$ cat config.mk
export PLATFORM = sky130hd
export DESIGN_NAME = rrbs_store
export DESIGN_NICKNAME = d
export VERILOG_FILES = /design/src/rtl/rrbs_mem.v /design/src/rtl/rrbs_store.v
export VERILOG_INCLUDE_DIRS = /design/src /design/src/rtl
export SDC_FILE = /design/constraint.sdc
export NUM_CORES = 1
export LEC_CHECK = 0
export ABC_CLOCK_PERIOD_IN_PS = 2090
export BUFFER_PORTS_ARGS = -buffer_cell sky130_fd_sc_hd__buf_2
export CAP_MARGIN = 40
export CORE_MARGIN = 2
export CORE_UTILIZATION = 47
export DETAILED_ROUTE_END_ITERATION = 12
export SYNTH_ARGS = -nofsm -noshare
export SYNTH_HDL_FRONTEND = slang
export SYNTH_SLANG_ARGS = --single-unit
export TNS_END_PERCENT = 100
$ cat constraint.sdc
create_clock -name ref_clk -period 2.09 [get_ports ref_clk]
set_input_delay 0.418 -clock ref_clk [delete_from_list [all_inputs] [get_ports ref_clk]]
set_output_delay 0.418 -clock ref_clk [all_outputs]
set_load 0.02 [all_outputs]
$ cat src/rtl/rrbs_map.vh
// Register offsets, field positions, reset values and counts of the signaling store.
`ifndef RRBS_MAP_VH
`define RRBS_MAP_VH

// ***********************************************************
// Register offsets (12-bit register port address)
// ***********************************************************
`define RRBS_FRAMER_CTRL 12'h107
`define RRBS_SCHEME_BASE 12'h3a0
`define RRBS_SUB_BASE 12'h3c0
`define RRBS_SNAP_BASE 12'h500

// ***********************************************************
// Field positions
// ***********************************************************
`define RRBS_CTRL_BOUNDARY_BIT 7
`define RRBS_CTRL_DEBOUNCE_BIT 6
`define RRBS_SCH_SUB_EN_BIT 4
`define RRBS_SCH_SUB_HI 3
`define RRBS_SCH_SUB_LO 2
`define RRBS_SCH_EXT_HI 1
`define RRBS_SCH_EXT_LO 0
`define RRBS_BIT_A 3
`define RRBS_BIT_B 2
`define RRBS_BIT_C 1
`define RRBS_BIT_D 0

// ***********************************************************
// Codes, reset values and counts
// ***********************************************************
`define RRBS_SCHEME_ALL_ONES 2'h0
`define RRBS_SCHEME_16 2'h1
`define RRBS_SCHEME_4 2'h2
`define RRBS_SCHEME_2 2'h3
`define RRBS_SUB_RESET 4'h0
`define RRBS_SNAP_RESET 4'h0
`define RRBS_SCHEME_RESET 5'h00
`define RRBS_CTRL_RESET 2'h0
`define RRBS_DEBOUNCE_SF 2'h2

`endif

$ cat src/rtl/rrbs_mem.v
// Small register-file memory with one write port and two registered read ports.
`timescale 1ns/1ns
`default_nettype none

module rrbs_mem #(
   parameter W = 4,
   parameter D = 24,
   parameter AW = 5
) (
   // Clock and reset
   input wire ref_clk,
   input wire reset_n,
   // Write port
   input wire wr_en,
   input wire [AW-1:0] wr_addr,
   input wire [W-1:0] wr_data,
   // Read port A
   input wire [AW-1:0] ra_addr,
   output reg [W-1:0] ra_data,
   // Read port B
   input wire [AW-1:0] rb_addr,
   output reg [W-1:0] rb_data
);

   reg [W-1:0] mem [0:D-1];
   integer i;

   always @(posedge ref_clk or negedge reset_n) begin
      if (!reset_n) begin
         for (i = 0; i < D; i = i + 1) begin
            mem[i] <= {W{1'b0}};
         end
         ra_data <= {W{1'b0}};
         rb_data <= {W{1'b0}};
      end else begin
         if (wr_en && wr_addr < D) begin
            mem[wr_addr] <= wr_data;
         end
         // An address beyond the depth reads as zero.
         ra_data <= (ra_addr < D) ? mem[ra_addr] : {W{1'b0}};
         rb_data <= (rb_addr < D) ? mem[rb_addr] : {W{1'b0}};
      end
   end

endmodule

`default_nettype wire

$ cat src/rtl/rrbs_store.v
// Receive signaling substitution values, schemes and debounced snapshot store.
`timescale 1ns/1ns
`default_nettype none
`include "rrbs_map.vh"

// Contract
// - One substitution value register per receive channel, consecutive addresses.
// - Bit 3 replaces received A under 16-, 4- or 2-code substitution.
// - Bit 2 replaces received B under 16- or 4-code substitution.
// - Bit 1 replaces received C only under 16-code substitution.
// - Bit 0 replaces received D only under 16-code substitution.
// - Substitution bits are read/write and clear at reset; bits 7-4 reserved.
// - Read-only snapshot per timeslot: A bit 3, B bit 2, C bit 1, D bit 0.
// - Debounce updates snapshot after signaling equal for two superframes.
// - Debounce keeps the old snapshot when consecutive superframes differ.
// - Boundary control bit 7 and debounce bit 6 both set: snapshot changes only on superframe boundary.
// - Debounce off or boundary bit clear: snapshot follows changes at once.
// - Scheme 00 all ones, 01 A-D, 10 A-B, 11 A only.
// - Extraction 00 none, 01 A-D, 10 A-B, 11 A only.
module rrbs_store #(
   parameter NCH = 24
) (
   // Clock and reset
   input wire ref_clk,
   input wire reset_n,
   // Register port
   input wire [11:0] reg_addr,
   input wire [7:0] reg_wdata,
   input wire reg_wr,
   input wire reg_rd,
   output wire [7:0] reg_rdata,
   // Received signaling from the framer
   input wire sig_valid,
   input wire [4:0] sig_slot,
   input wire [3:0] sig_abcd,
   input wire superframe_start,
   // Signaling after substitution
   output reg out_valid,
   output reg [4:0] out_slot,
   output reg [3:0] out_abcd
);

   localparam [5:0] nch_w = NCH[5:0];
   localparam [2:0] sel_none = 3'h0;
   localparam [2:0] sel_sub = 3'h1;
   localparam [2:0] sel_sch = 3'h2;
   localparam [2:0] sel_snap = 3'h3;
   localparam [2:0] sel_ctrl = 3'h4;

   // ***********************************************************
   // Register decode
   // ***********************************************************
   wire [11:0] blk = {reg_addr[11:5], 5'h00};
   wire [4:0] idx = reg_addr[4:0];
   wire in_range = {1'b0, idx} < nch_w;
   wire hit_sub = (blk == `RRBS_SUB_BASE) && in_range;
   wire hit_sch = (blk == `RRBS_SCHEME_BASE) && in_range;
   wire hit_snap = (blk == `RRBS_SNAP_BASE) && in_range;
   wire hit_ctrl = (reg_addr == `RRBS_FRAMER_CTRL);

   reg boundary_mode;
   reg debounce_en;
   reg [2:0] rd_sel;
   reg [3:0] snap_rd;
   reg [7:0] next_rdata;

   // ***********************************************************
   // Framer control bits
   // ***********************************************************
   always @(posedge ref_clk or negedge reset_n) begin
      if (!reset_n) begin
         boundary_mode <= 1'b0;
         debounce_en <= 1'b0;
      end else if (reg_wr && hit_ctrl) begin
         boundary_mode <= reg_wdata[`RRBS_CTRL_BOUNDARY_BIT];
         debounce_en <= reg_wdata[`RRBS_CTRL_DEBOUNCE_BIT];
      end
   end

   // ***********************************************************
   // Per-channel memories
   // ***********************************************************
   wire [3:0] sub_host;
   wire [3:0] sub_path;
   wire [4:0] sch_host;
   wire [4:0] sch_path;

   // Only the low nibble is stored; upper bits vanish on write.
   rrbs_mem #(.W(4), .D(NCH), .AW(5)) u_sub_mem (
      .ref_clk(ref_clk),
      .reset_n(reset_n),
      .wr_en(reg_wr && hit_sub),
      .wr_addr(idx),
      .wr_data(reg_wdata[3:0]),
      .ra_addr(idx),
      .ra_data(sub_host),
      .rb_addr(sig_slot),
      .rb_data(sub_path)
   );

   rrbs_mem #(.W(5), .D(NCH), .AW(5)) u_sch_mem (
      .ref_clk(ref_clk),
      .reset_n(reset_n),
      .wr_en(reg_wr && hit_sch),
      .wr_addr(idx),
      .wr_data(reg_wdata[4:0]),
      .ra_addr(idx),
      .ra_data(sch_host),
      .rb_addr(sig_slot),
      .rb_data(sch_path)
   );

   // ***********************************************************
   // Datapath stage 1: the sample waits for its channel settings
   // ***********************************************************
   reg s1_valid;
   reg [4:0] s1_slot;
   reg [3:0] s1_abcd;

   always @(posedge ref_clk or negedge reset_n) begin
      if (!reset_n) begin
         s1_valid <= 1'b0;
         s1_slot <= 5'h00;
         s1_abcd <= 4'h0;
      end else begin
         s1_valid <= sig_valid && ({1'b0, sig_slot} < nch_w);
         s1_slot <= sig_slot;
         s1_abcd <= sig_abcd;
      end
   end

   // ***********************************************************
   // Substitution
   // ***********************************************************
   wire [1:0] sub_code = sch_path[`RRBS_SCH_SUB_HI:`RRBS_SCH_SUB_LO];
   wire [1:0] ext_code = sch_path[`RRBS_SCH_EXT_HI:`RRBS_SCH_EXT_LO];
   reg [3:0] next_abcd;

   always @* begin
      next_abcd = s1_abcd;
      if (sch_path[`RRBS_SCH_SUB_EN_BIT]) begin
         case (sub_code)
            `RRBS_SCHEME_ALL_ONES: begin
               next_abcd = 4'hf;
            end
            `RRBS_SCHEME_16: begin
               next_abcd[`RRBS_BIT_A] = sub_path[`RRBS_BIT_A];
               next_abcd[`RRBS_BIT_B] = sub_path[`RRBS_BIT_B];
               next_abcd[`RRBS_BIT_C] = sub_path[`RRBS_BIT_C];
               next_abcd[`RRBS_BIT_D] = sub_path[`RRBS_BIT_D];
            end
            `RRBS_SCHEME_4: begin
               next_abcd[`RRBS_BIT_A] = sub_path[`RRBS_BIT_A];
               next_abcd[`RRBS_BIT_B] = sub_path[`RRBS_BIT_B];
            end
            default: begin
               next_abcd[`RRBS_BIT_A] = sub_path[`RRBS_BIT_A];
            end
         endcase
      end
   end

   always @(posedge ref_clk or negedge reset_n) begin
      if (!reset_n) begin
         out_valid <= 1'b0;
         out_slot <= 5'h00;
         out_abcd <= 4'h0;
      end else begin
         out_valid <= s1_valid;
         if (s1_valid) begin
            out_slot <= s1_slot;
            out_abcd <= next_abcd;
         end
      end
   end

   // ***********************************************************
   // Extraction and snapshot
   // ***********************************************************
   reg [3:0] ext_mask;

   always @* begin
      case (ext_code)
         `RRBS_SCHEME_ALL_ONES: ext_mask = 4'h0;
         `RRBS_SCHEME_16: ext_mask = 4'hf;
         `RRBS_SCHEME_4: ext_mask = 4'hc;
         default: ext_mask = 4'h8;
      endcase
   end

   wire [3:0] ext_abcd = s1_abcd & ext_mask;
   wire ext_take = s1_valid && (ext_code != `RRBS_SCHEME_ALL_ONES);
   // Debounce only gates updates while boundary mode is also on.
   wire immediate = !(debounce_en && boundary_mode);

   reg [3:0] snap [0:NCH-1];
   reg [3:0] cur [0:NCH-1];
   reg [3:0] last [0:NCH-1];
   reg [1:0] stable [0:NCH-1];
   integer i;

   always @(posedge ref_clk or negedge reset_n) begin
      if (!reset_n) begin
         for (i = 0; i < NCH; i = i + 1) begin
            snap[i] <= `RRBS_SNAP_RESET;
            cur[i] <= `RRBS_SNAP_RESET;
            last[i] <= `RRBS_SNAP_RESET;
            stable[i] <= 2'h0;
         end
      end else begin
         // Boundary work uses the values of the closing superframe.
         if (superframe_start) begin
            for (i = 0; i < NCH; i = i + 1) begin
               // The count saturates so a long quiet line cannot wrap.
               if (cur[i] == last[i]) begin
                  if (stable[i] != 2'h3) begin
                     stable[i] <= stable[i] + 2'h1;
                  end
               end else begin
                  stable[i] <= 2'h1;
               end
               last[i] <= cur[i];
               // Unequal superframes leave the snapshot as it was.
               if (!immediate && cur[i] == last[i] &&
                   stable[i] >= `RRBS_DEBOUNCE_SF - 2'h1) begin
                  snap[i] <= cur[i];
               end
            end
         end
         // A sample in the boundary cycle belongs to the new superframe.
         if (ext_take) begin
            cur[s1_slot] <= ext_abcd;
            if (immediate) begin
               snap[s1_slot] <= ext_abcd;
            end
         end
      end
   end

   // ***********************************************************
   // Read back: data stand in the cycle after the strobe only
   // ***********************************************************
   always @(posedge ref_clk or negedge reset_n) begin
      if (!reset_n) begin
         rd_sel <= sel_none;
         snap_rd <= 4'h0;
      end else begin
         snap_rd <= hit_snap ? snap[idx] : 4'h0;
         if (!reg_rd) begin
            rd_sel <= sel_none;
         end else if (hit_sub) begin
            rd_sel <= sel_sub;
         end else if (hit_sch) begin
            rd_sel <= sel_sch;
         end else if (hit_snap) begin
            rd_sel <= sel_snap;
         end else if (hit_ctrl) begin
            rd_sel <= sel_ctrl;
         end else begin
            rd_sel <= sel_none;
         end
      end
   end

   // Upper nibble of value and snapshot registers reads zero.
   always @* begin
      case (rd_sel)
         sel_sub: next_rdata = {4'h0, sub_host};
         sel_sch: next_rdata = {3'h0, sch_host};
         sel_snap: next_rdata = {4'h0, snap_rd};
         sel_ctrl: next_rdata = {boundary_mode, debounce_en, 6'h00};
         default: next_rdata = 8'h00;
      endcase
   end

   assign reg_rdata = next_rdata;

endmodule

`default_nettype wire
### Word-level counts from Yosys, hierarchy flattened

Cells that the tools add are included.

* bits in registers: 599
* bits in latches: 0
* bits in writable memories: 0
* bits in read-only memories: 0
* logic and storage cells: 508
* memories kept: 0

* add/sub/neg operators: 24
* $mul: 0
* divide/modulo/power cells: 0
* order comparisons: 33
* equal/unequal tests: 84
* shift-type cells: 0
* multiplexer cells: 116
* bitwise operators: 4
* reduce and logical (&&, ||, !) cells: 89

Operators with widths (count)
* $bwmux W96: 3
* $mux W96: 3
* $mux W4: 36
* $bwmux W120: 1
* $eq A4 B4 Y1: 24
* $mux W2: 48
* $logic_and A1 B1 Y1: 61
* $bmux W4 S5: 3
* $bmux W5 S5: 2
* $ne A2 B2 Y1 const B: 25
* $add A2 B1 Y2 const B: 24
* $ge A2 B1 Y1 const B: 24
* $reduce_and A2 Y1: 24
* $ne A2 B1 Y1 const B: 23
* $demux W4 S5: 2
* $mux W5: 7
* $pmux W8 S4: 1
* $demux W5 S5: 1
* $lt A5 B5 Y1 const B: 4
* $ge A6 B6 Y1 const B: 3
* $not A5 Y6: 3
* $mux W3: 5
* $eq A7 B5 Y1 const B: 2
* $eq A12 B9 Y1 const B: 1
* 15 further kinds: 20

### Depth between registers and ports, before layout

Gate-level depths: netlist of the first run.

* depth after elaboration: 8
* depth in mapped cells: 8
* gate-level depth less buffers: 7

### Cells and area by module

Synthesis of the first run repeated with hierarchy kept, for this count alone.

* cell total of the unflattened synthesis: 2463
* area, all modules: 31063.5 sq um

By module, submodules not included
* rrbs_store: instances 1, cells each 1478, area each 18320.1 sq um, seq. area each 9133.8 sq um
* rrbs_mem (u_sch_mem): instances 1, cells each 547, area each 7055.5 sq um, seq. area each 3253.1 sq um
* rrbs_mem (u_sub_mem): instances 1, cells each 438, area each 5688.0 sq um, seq. area each 2602.5 sq um

### Worst setup path after synthesis of the first run

No wires, ideal clock.

* kind: input -> register
* start: in reg_addr[1]
* end: reg u_sub_mem.ra_data[0]
* arrival: 1692 ps
* setup slack: 267 ps
* stages: 6
* cells stage by stage: buf_4 buf_4 clkbuf_1 mux4_2 a22oi_1 nand3_1

* word-level cells in the longest chain between the ends: 5
* elaborated cells on any way between the ends: 6

RTL lines
* from (decl): RTL line rrbs_store.v:27 `input wire [11:0] reg_addr,`
* $not A5 Y6 (implied by the code): RTL line rrbs_mem.v:40 `ra_data <= (ra_addr < D) ? mem[ra_addr] : {W{1'b0}};`
* $bmux W4 S5: RTL line rrbs_mem.v:40
* $mux W4 (implied by the code) (2 in a row): RTL line rrbs_mem.v:40
* $mux W4 (*): RTL line rrbs_mem.v:40
* to (signal assigned): RTL line rrbs_mem.v:33 `ra_data <= {W{1'b0}};`
* to (signal assigned): RTL line rrbs_mem.v:40
* to (decl): RTL line rrbs_mem.v:19 `output reg [W-1:0] ra_data,`

Mark *: on every way between the ends. The rest lies on a longest branch, timed or not. The select of a mux whose other input is x is not followed.
A chain may end at the register's enable or synchronous reset.

### Worst setup path in the final report of the first run

* start: reg rd_sel[0]
* end: out reg_rdata[2]

* word-level cells in the longest chain between the ends: 2
* elaborated cells on any way between the ends: 5

RTL lines
* from (decl): RTL line rrbs_store.v:63 `reg [2:0] rd_sel;`
* from (signal assigned): RTL line rrbs_store.v:245 `rd_sel <= sel_none;`
* from (signal assigned): RTL line rrbs_store.v:250 `rd_sel <= sel_none;`
* from (signal assigned): RTL line rrbs_store.v:252 `rd_sel <= sel_sub;`
* $eq A3 B3 Y1, or another cell as far along: RTL line rrbs_store.v:267 `case (rd_sel)`
* $pmux W8 S4 (*): RTL line rrbs_store.v:267
* to (decl): RTL line rrbs_store.v:31 `output wire [7:0] reg_rdata,`

Mark *: on every way between the ends. The rest lies on a longest branch, timed or not.

==> flow_metrics.tcl, run 1 <==
set metrics [dict create \
    run_status "complete, but fails checks" \
    violations "setup timing" \
    dp.cells 3229 \
    crit_required_ns 1.67 \
    grt_ovf 0 \
    via_count_of_the_first_global_routing_pass 20565 \
    synth_ff_type "sky130_fd_sc_hd__dfrtp_1" \
    worstSetupStartpointType "register" \
    syn-mean-instance-area_um2 13.3 \
    layout.area.seq_um2 15000 \
    yosysMostFrequentCell "sky130_fd_sc_hd__dfrtp_1" \
    setup.worst_path.class "register to output pin" \
    postSynth.asyncResetShare_pct 100 \
    slew-limit-headroom_pct 54.7 \
    cellLeakagePower_nw 16.1 \
    part_of_the_yosys_area_used_for_sequential_elements_pct 49.1 \
    final.hold.worst_slack_ns 0.0397 \
    final_core_area_utilization_pct 54.9 \
    drc 0 \
    setup-violations-final 7 \
    grt_use_total_pct 24.1 \
    die_area_um2 67000 \
    grt_pass1_wl_um 123000 \
    cellPowerDensity_nw_per_um2 835 \
    tritoncts_num_sinks 599 \
    starting_utilization_of_the_core_area_pct 47.5 \
    maximum_vdd_ir_drop_mv 0.600 \
    synth-edff-count 0 \
    cts_made_buffers 70 \
    place_hpwl_um 55300 \
    setup.worst_path.end_class "output pin" \
    drt_antenna_net_count 0 \
    timing_max_transition_violations_final 0 \
    maxClockFrequency_mhz 446 \
    cts.root.buffer_cell "sky130_fd_sc_hd__clkbuf_16" \
    report.final.hold_viol_count 0 \
    routedWlPerCell_um 23.5 \
    finClkSkew_ns 0.0209 \
    rsz0062_at_grt "yes" \
    post_layout_nonfiller_instances 3358 \
    place.gp.congestion 0.870 \
    synthTopCellsByArea "sky130_fd_sc_hd__dfrtp_1, sky130_fd_sc_hd__mux2_2, sky130_fd_sc_hd__mux4_2" \
    synth-seq-cells 599 \
    vias 19393 \
    htreeDepth 3 \
    netlist.area_leader.share_pct 49.1 \
    min-delay-path-class "input pin to register" \
    multi_input_gate_area_um2 14800 \
    antenna_violations_before_repair 1 \
    worstPathMaxFanout 5 \
    maxCapViolCount 0 \
    postRouteWirelength_um 79000 \
    synth.yosys.warnings 0 \
    final.setup.worst_slack_ns -0.151 \
    critical_path_arrival_ns 1.82 \
    post-synth-top-area-cell "sky130_fd_sc_hd__dfrtp_1" \
    ys_top_cells_by_count "sky130_fd_sc_hd__dfrtp_1, sky130_fd_sc_hd__mux2_2, sky130_fd_sc_hd__mux2i_1" \
    layout_stage_area_growth_over_the_synthesis_result_pct 15.7 \
    post_route_cells_drive_above_1_share_pct 34.3 \
    postSynthCellCount 2300 \
    dr.pass1.iters 5 \
    number_of_distinct_library_cell_variants_in_the_gate_level_netlist_after_synthesis 56 \
    die-width_um 259 \
    route.detailed.vias_per_inst 5.78 \
    n_fill_cell 5387 \
    mapped_nets 2388 \
    cts_buffer_depth 3 \
    setup-tns-final_ns -0.724 \
    finalNetCount 2539 \
    coreArea_um2 64300 \
    grt_start_max_net_pins 115 \
    clkSlewWorstSetupHoldPaths_ns 0.06 \
    min_period_over_period_pct 107 \
    port_buffers 50 \
    count_of_standard_cell_rows 93 \
    worst_skew_pair.late_latency_ns 0.61 \
    first_iter_violations 1291 \
    worst_tran_pin_value_ns 0.680 \
    chipHeight_um 259 \
    ios 53 \
    final_period_minus_worst_setup_slack_ns 2.24 \
    synth_area_um2 30500 \
    tritoncts "yes" \
]
==> power breakdown <==
part / switching, W / total, W / internal, W
Combinational: 0.00215 / 0.00389 / 0.00174
Sequential: 0.000665 / 0.0130 / 0.0123
Clock: 0.00484 / 0.0126 / 0.00780
Total: 0.00765 / 0.0295 / 0.0219
==> timing repair <==
item	CTS	global route
setup endpoints to repair	7	78
hold buffers	5	0
setup buffers	0	0
hold endpoints to repair	202	0
gates resized for setup	10	15
pin swaps	4	0
==> path summary, 6_finish.rpt <==
check                                           from      endpoint  slack, ns  cells after the start
worst max-delay path                       rd_sel[0]  reg_rdata[2]      -0.15                      4
worst min-delay path                     sig_slot[4]    s1_slot[4]       0.04                      1
worst max register to register  u_sch_mem.rb_data[0]      snap[13]       0.10                      8
worst min register to register            stable[28]    stable[28]       0.49                      1
max in group asynchronous                    reset_n      last[82]       0.99                      4
min in group asynchronous                    reset_n       cur[30]       0.42                      3
==> registers in the layout, indices dropped and copies added, names as in the netlist, 5 cells and up <==
signal	count
u_sch_mem.ra_data	5
s1_slot	5
u_sch_mem.rb_data	5
u_sub_mem.mem	96
cur	96
snap	96
last	96
stable	48
u_sch_mem.mem	120
out_slot	5
==> cell type report <==
type | count | share of cell area, %
diodes | 1 | 0.00708
flip-flops and latches | 599 | 42.4
multi-input cells | 1504 | 41.9
clock inverters | 17 | 0.726
repair buffers | 198 | 5.05
well taps | 855 | 3.03
clock buffers | 106 | 6.06
inverters | 78 | 0.829
==> critical path, stage by stage, from the launching register on <==
cell and delay, ns:
sky130_fd_sc_hd__dfrtp_2 0.45, sky130_fd_sc_hd__mux2_4 0.34, sky130_fd_sc_hd__a22oi_2 0.20, sky130_fd_sc_hd__nor2_1 0.05, sky130_fd_sc_hd__buf_2 0.16
==> cell families (layout without fill, tap and decap cells) <==
kind of cell    count (synthesis)  count (layout)  synth area share, %
compound gates                244             244                 5.09
simple gates                  397             397                 8.84
flops                         599             599                 49.1
other cells                     1               2               0.0123
buf+inv                       197             399                 2.70
fa+ha+maj                      53              53                 2.17
mux                           713             713                 29.4
xor+xnor                       96              96                 2.75
==> per-layer routing <==
layer	GRT usage (%)	wire length (µm)
met5	0	0
met3	3.07	3390
met1	31.9	33800
met2	41.2	39600
met4	8.08	2200
==> through the flow <==
step           setup WS [ns]  cell area (µm²)  total power (W)
3_5_place_dp          -0.123            32800           0.0171
3_3_place_gp          -0.139            32800           0.0167
2_1_floorplan          0.267            30500           0.0157
4_1_cts               -0.190            35300           0.0299
5_1_grt               -0.217            35300           0.0309
6_report              -0.151            35300           0.0295
==> layout by cell type, fill, tap and decap left out, drive strengths merged, types with 6 or more instances in the layout <==
cell type / instances
a211oi: 25
a21oi: 73
a22o: 32
a22oi: 38
a31oi: 11
and2: 11
buf: 193
bufinv: 6
clkbuf: 106
clkinv: 8
dfrtp: 599
ha: 53
inv: 80
mux2: 386
mux2i: 219
mux4: 108
nand2: 124
nand2b: 6
nand3: 13
nand3b: 7
nand4: 27
nor2: 81
nor2b: 23
nor3: 28
nor3b: 32
o21ai: 49
or2: 26
xnor2: 96
Power figures use the tool's default switching activity.
==> run 2, diff against run 1 <==
Settings changed: TNS_END_PERCENT 100 to 5.
==> flow_metrics.tcl, run 2 (synthesis results as in run 1) <==
set metrics [dict create \
    run_status "complete, but fails checks" \
    violations "setup timing" \
    cts.root.buffer_cell "sky130_fd_sc_hd__clkbuf_16" \
    maximum_vdd_ir_drop_mv 0.593 \
    registers.top_by_ff_count "u_sch_mem.mem" \
    post_layout_nonfiller_instances 3358 \
    htreeDepth 3 \
    setup-violations-final 7 \
    ios 53 \
    worst_tran_pin_value_ns 0.667 \
    largest_register_ffs 120 \
    dr.pass1.iters 5 \
    count_of_standard_cell_rows 93 \
    starting_utilization_of_the_core_area_pct 47.5 \
    final.hold.worst_slack_ns 0.0381 \
    die_area_um2 67000 \
    grt_ovf 0 \
    min_period_over_period_pct 107 \
    pnr_total_power_w 0.0295 \
    tritoncts_num_sinks 599 \
    die-width_um 259 \
    first_iter_violations 1364 \
    post_route_cells_drive_above_1_share_pct 34.2 \
    dp.cells 3229 \
    report.final.hold_viol_count 0 \
    worst_skew_pair.late_latency_ns 0.61 \
    final.setup.worst_slack_ns -0.151 \
    crit_required_ns 1.67 \
    mostFrequentLayoutCell "sky130_fd_sc_hd__dfrtp_1" \
    slew-limit-headroom_pct 55.5 \
    antenna_violations_before_repair 1 \
    finClkSkew_ns 0.0212 \
    timing_max_transition_violations_final 0 \
    coreArea_um2 64300 \
    drt_antenna_net_count 0 \
    final_period_minus_worst_setup_slack_ns 2.24 \
    layout_stage_area_growth_over_the_synthesis_result_pct 15.7 \
    rsz0062_at_grt "yes" \
    worstSetupStartpointType "register" \
    vias 19348 \
    chipHeight_um 259 \
    grt_start_max_net_pins 115 \
    cts_buffer_depth 3 \
    tritoncts "yes" \
    mostFrequentLayoutCells "sky130_fd_sc_hd__dfrtp_1, sky130_fd_sc_hd__mux2_2, sky130_fd_sc_hd__mux2i_1" \
    min-delay-path-class "input pin to register" \
    cellPowerDensity_nw_per_um2 836 \
    maxCapViolCount 0 \
    maxClockFrequency_mhz 446 \
    route.detailed.vias_per_inst 5.76 \
    routedWlPerCell_um 23.5 \
    grt_pass1_wl_um 123000 \
    place_hpwl_um 55300 \
    place.gp.congestion 0.870 \
    cellLeakagePower_nw 16.1 \
    cts_made_buffers 70 \
    grt_use_total_pct 24.1 \
    via_count_of_the_first_global_routing_pass 20569 \
    drc 0 \
    worstPathMaxFanout 5 \
    setup.worst_path.end_class "output pin" \
    setup.worst_path.class "register to output pin" \
    finalNetCount 2539 \
    clkSlewWorstSetupHoldPaths_ns 0.06 \
    postRouteWirelength_um 79000 \
    critical_path_arrival_ns 1.82 \
    setup-tns-final_ns -0.739 \
    port_buffers 50 \
]
-- run 2: critical path: stages (launching register included) --
cell and delay, ns:
sky130_fd_sc_hd__dfrtp_2 0.42, sky130_fd_sc_hd__mux2_2 0.39, sky130_fd_sc_hd__a22oi_2 0.17, sky130_fd_sc_hd__nor2_1 0.06
sky130_fd_sc_hd__buf_4 0.16
-- run 2: cell type report --
cell class / count / area [µm²]
antenna: 1 / 2.50
clock buffer: 106 / 2140
clock inverter: 17 / 256
fill: 5390 / 29000
inverter: 78 / 293
multi-input combinational: 1504 / 14800
sequential: 599 / 15000
tap: 855 / 1070
timing repair buffer: 198 / 1780
-- run 2: path summary, 6_finish.rpt --
check	to	cells after the start	slack (ns)	startpoint
worst max-delay path	reg_rdata[0]	4	-0.15	rd_sel[0]
worst min register to register	stable[28]	1	0.49	stable[28]
worst max register to register	snap[31]	6	0.11	debounce_en
max in group asynchronous	s1_abcd[3]	4	0.98	reset_n
min in group asynchronous	cur[30]	3	0.42	reset_n
worst min-delay path	s1_slot[4]	1	0.04	sig_slot[4]
-- run 2: power by group --
| part | leakage, nW | internal (W) | total [W] | switching [W] |
|---|---|---|---|---|
| registers | 7.78 | 0.0123 | 0.0130 | 0.000661 |
| logic | 7.17 | 0.00174 | 0.00389 | 0.00215 |
| clock network | 1.18 | 0.00780 | 0.0127 | 0.00485 |
-- run 2: routing by layer --
metal  track usage, %  part of all wire, %  vias up
met5                0                    0        -
met4             8.08                  2.8        0
met3             3.07                  4.1      133
met2             41.2                   50      425
met1             31.9                   43    10110
li1                 -                    -     8680
-- run 2: per-stage QoR --
step,cell area [µm²],util [%],setup WS [ns]
floorplan,30500,-,0.267
global placement,32800,51.0,-0.139
finish,35300,54.9,-0.151
global route,35300,54.9,-0.217
detailed placement,32800,51.0,-0.123
CTS,35300,54.9,-0.190
-- run 2: what timing repair did --
item                                    4_1_cts  5_1_grt
endpoints found under the setup margin        7       78
buffers inserted                              0        0
hold buffers                                  5        0
pin swaps                                     4        0
hold endpoints to repair                    202        0
gates resized for setup                      10       14
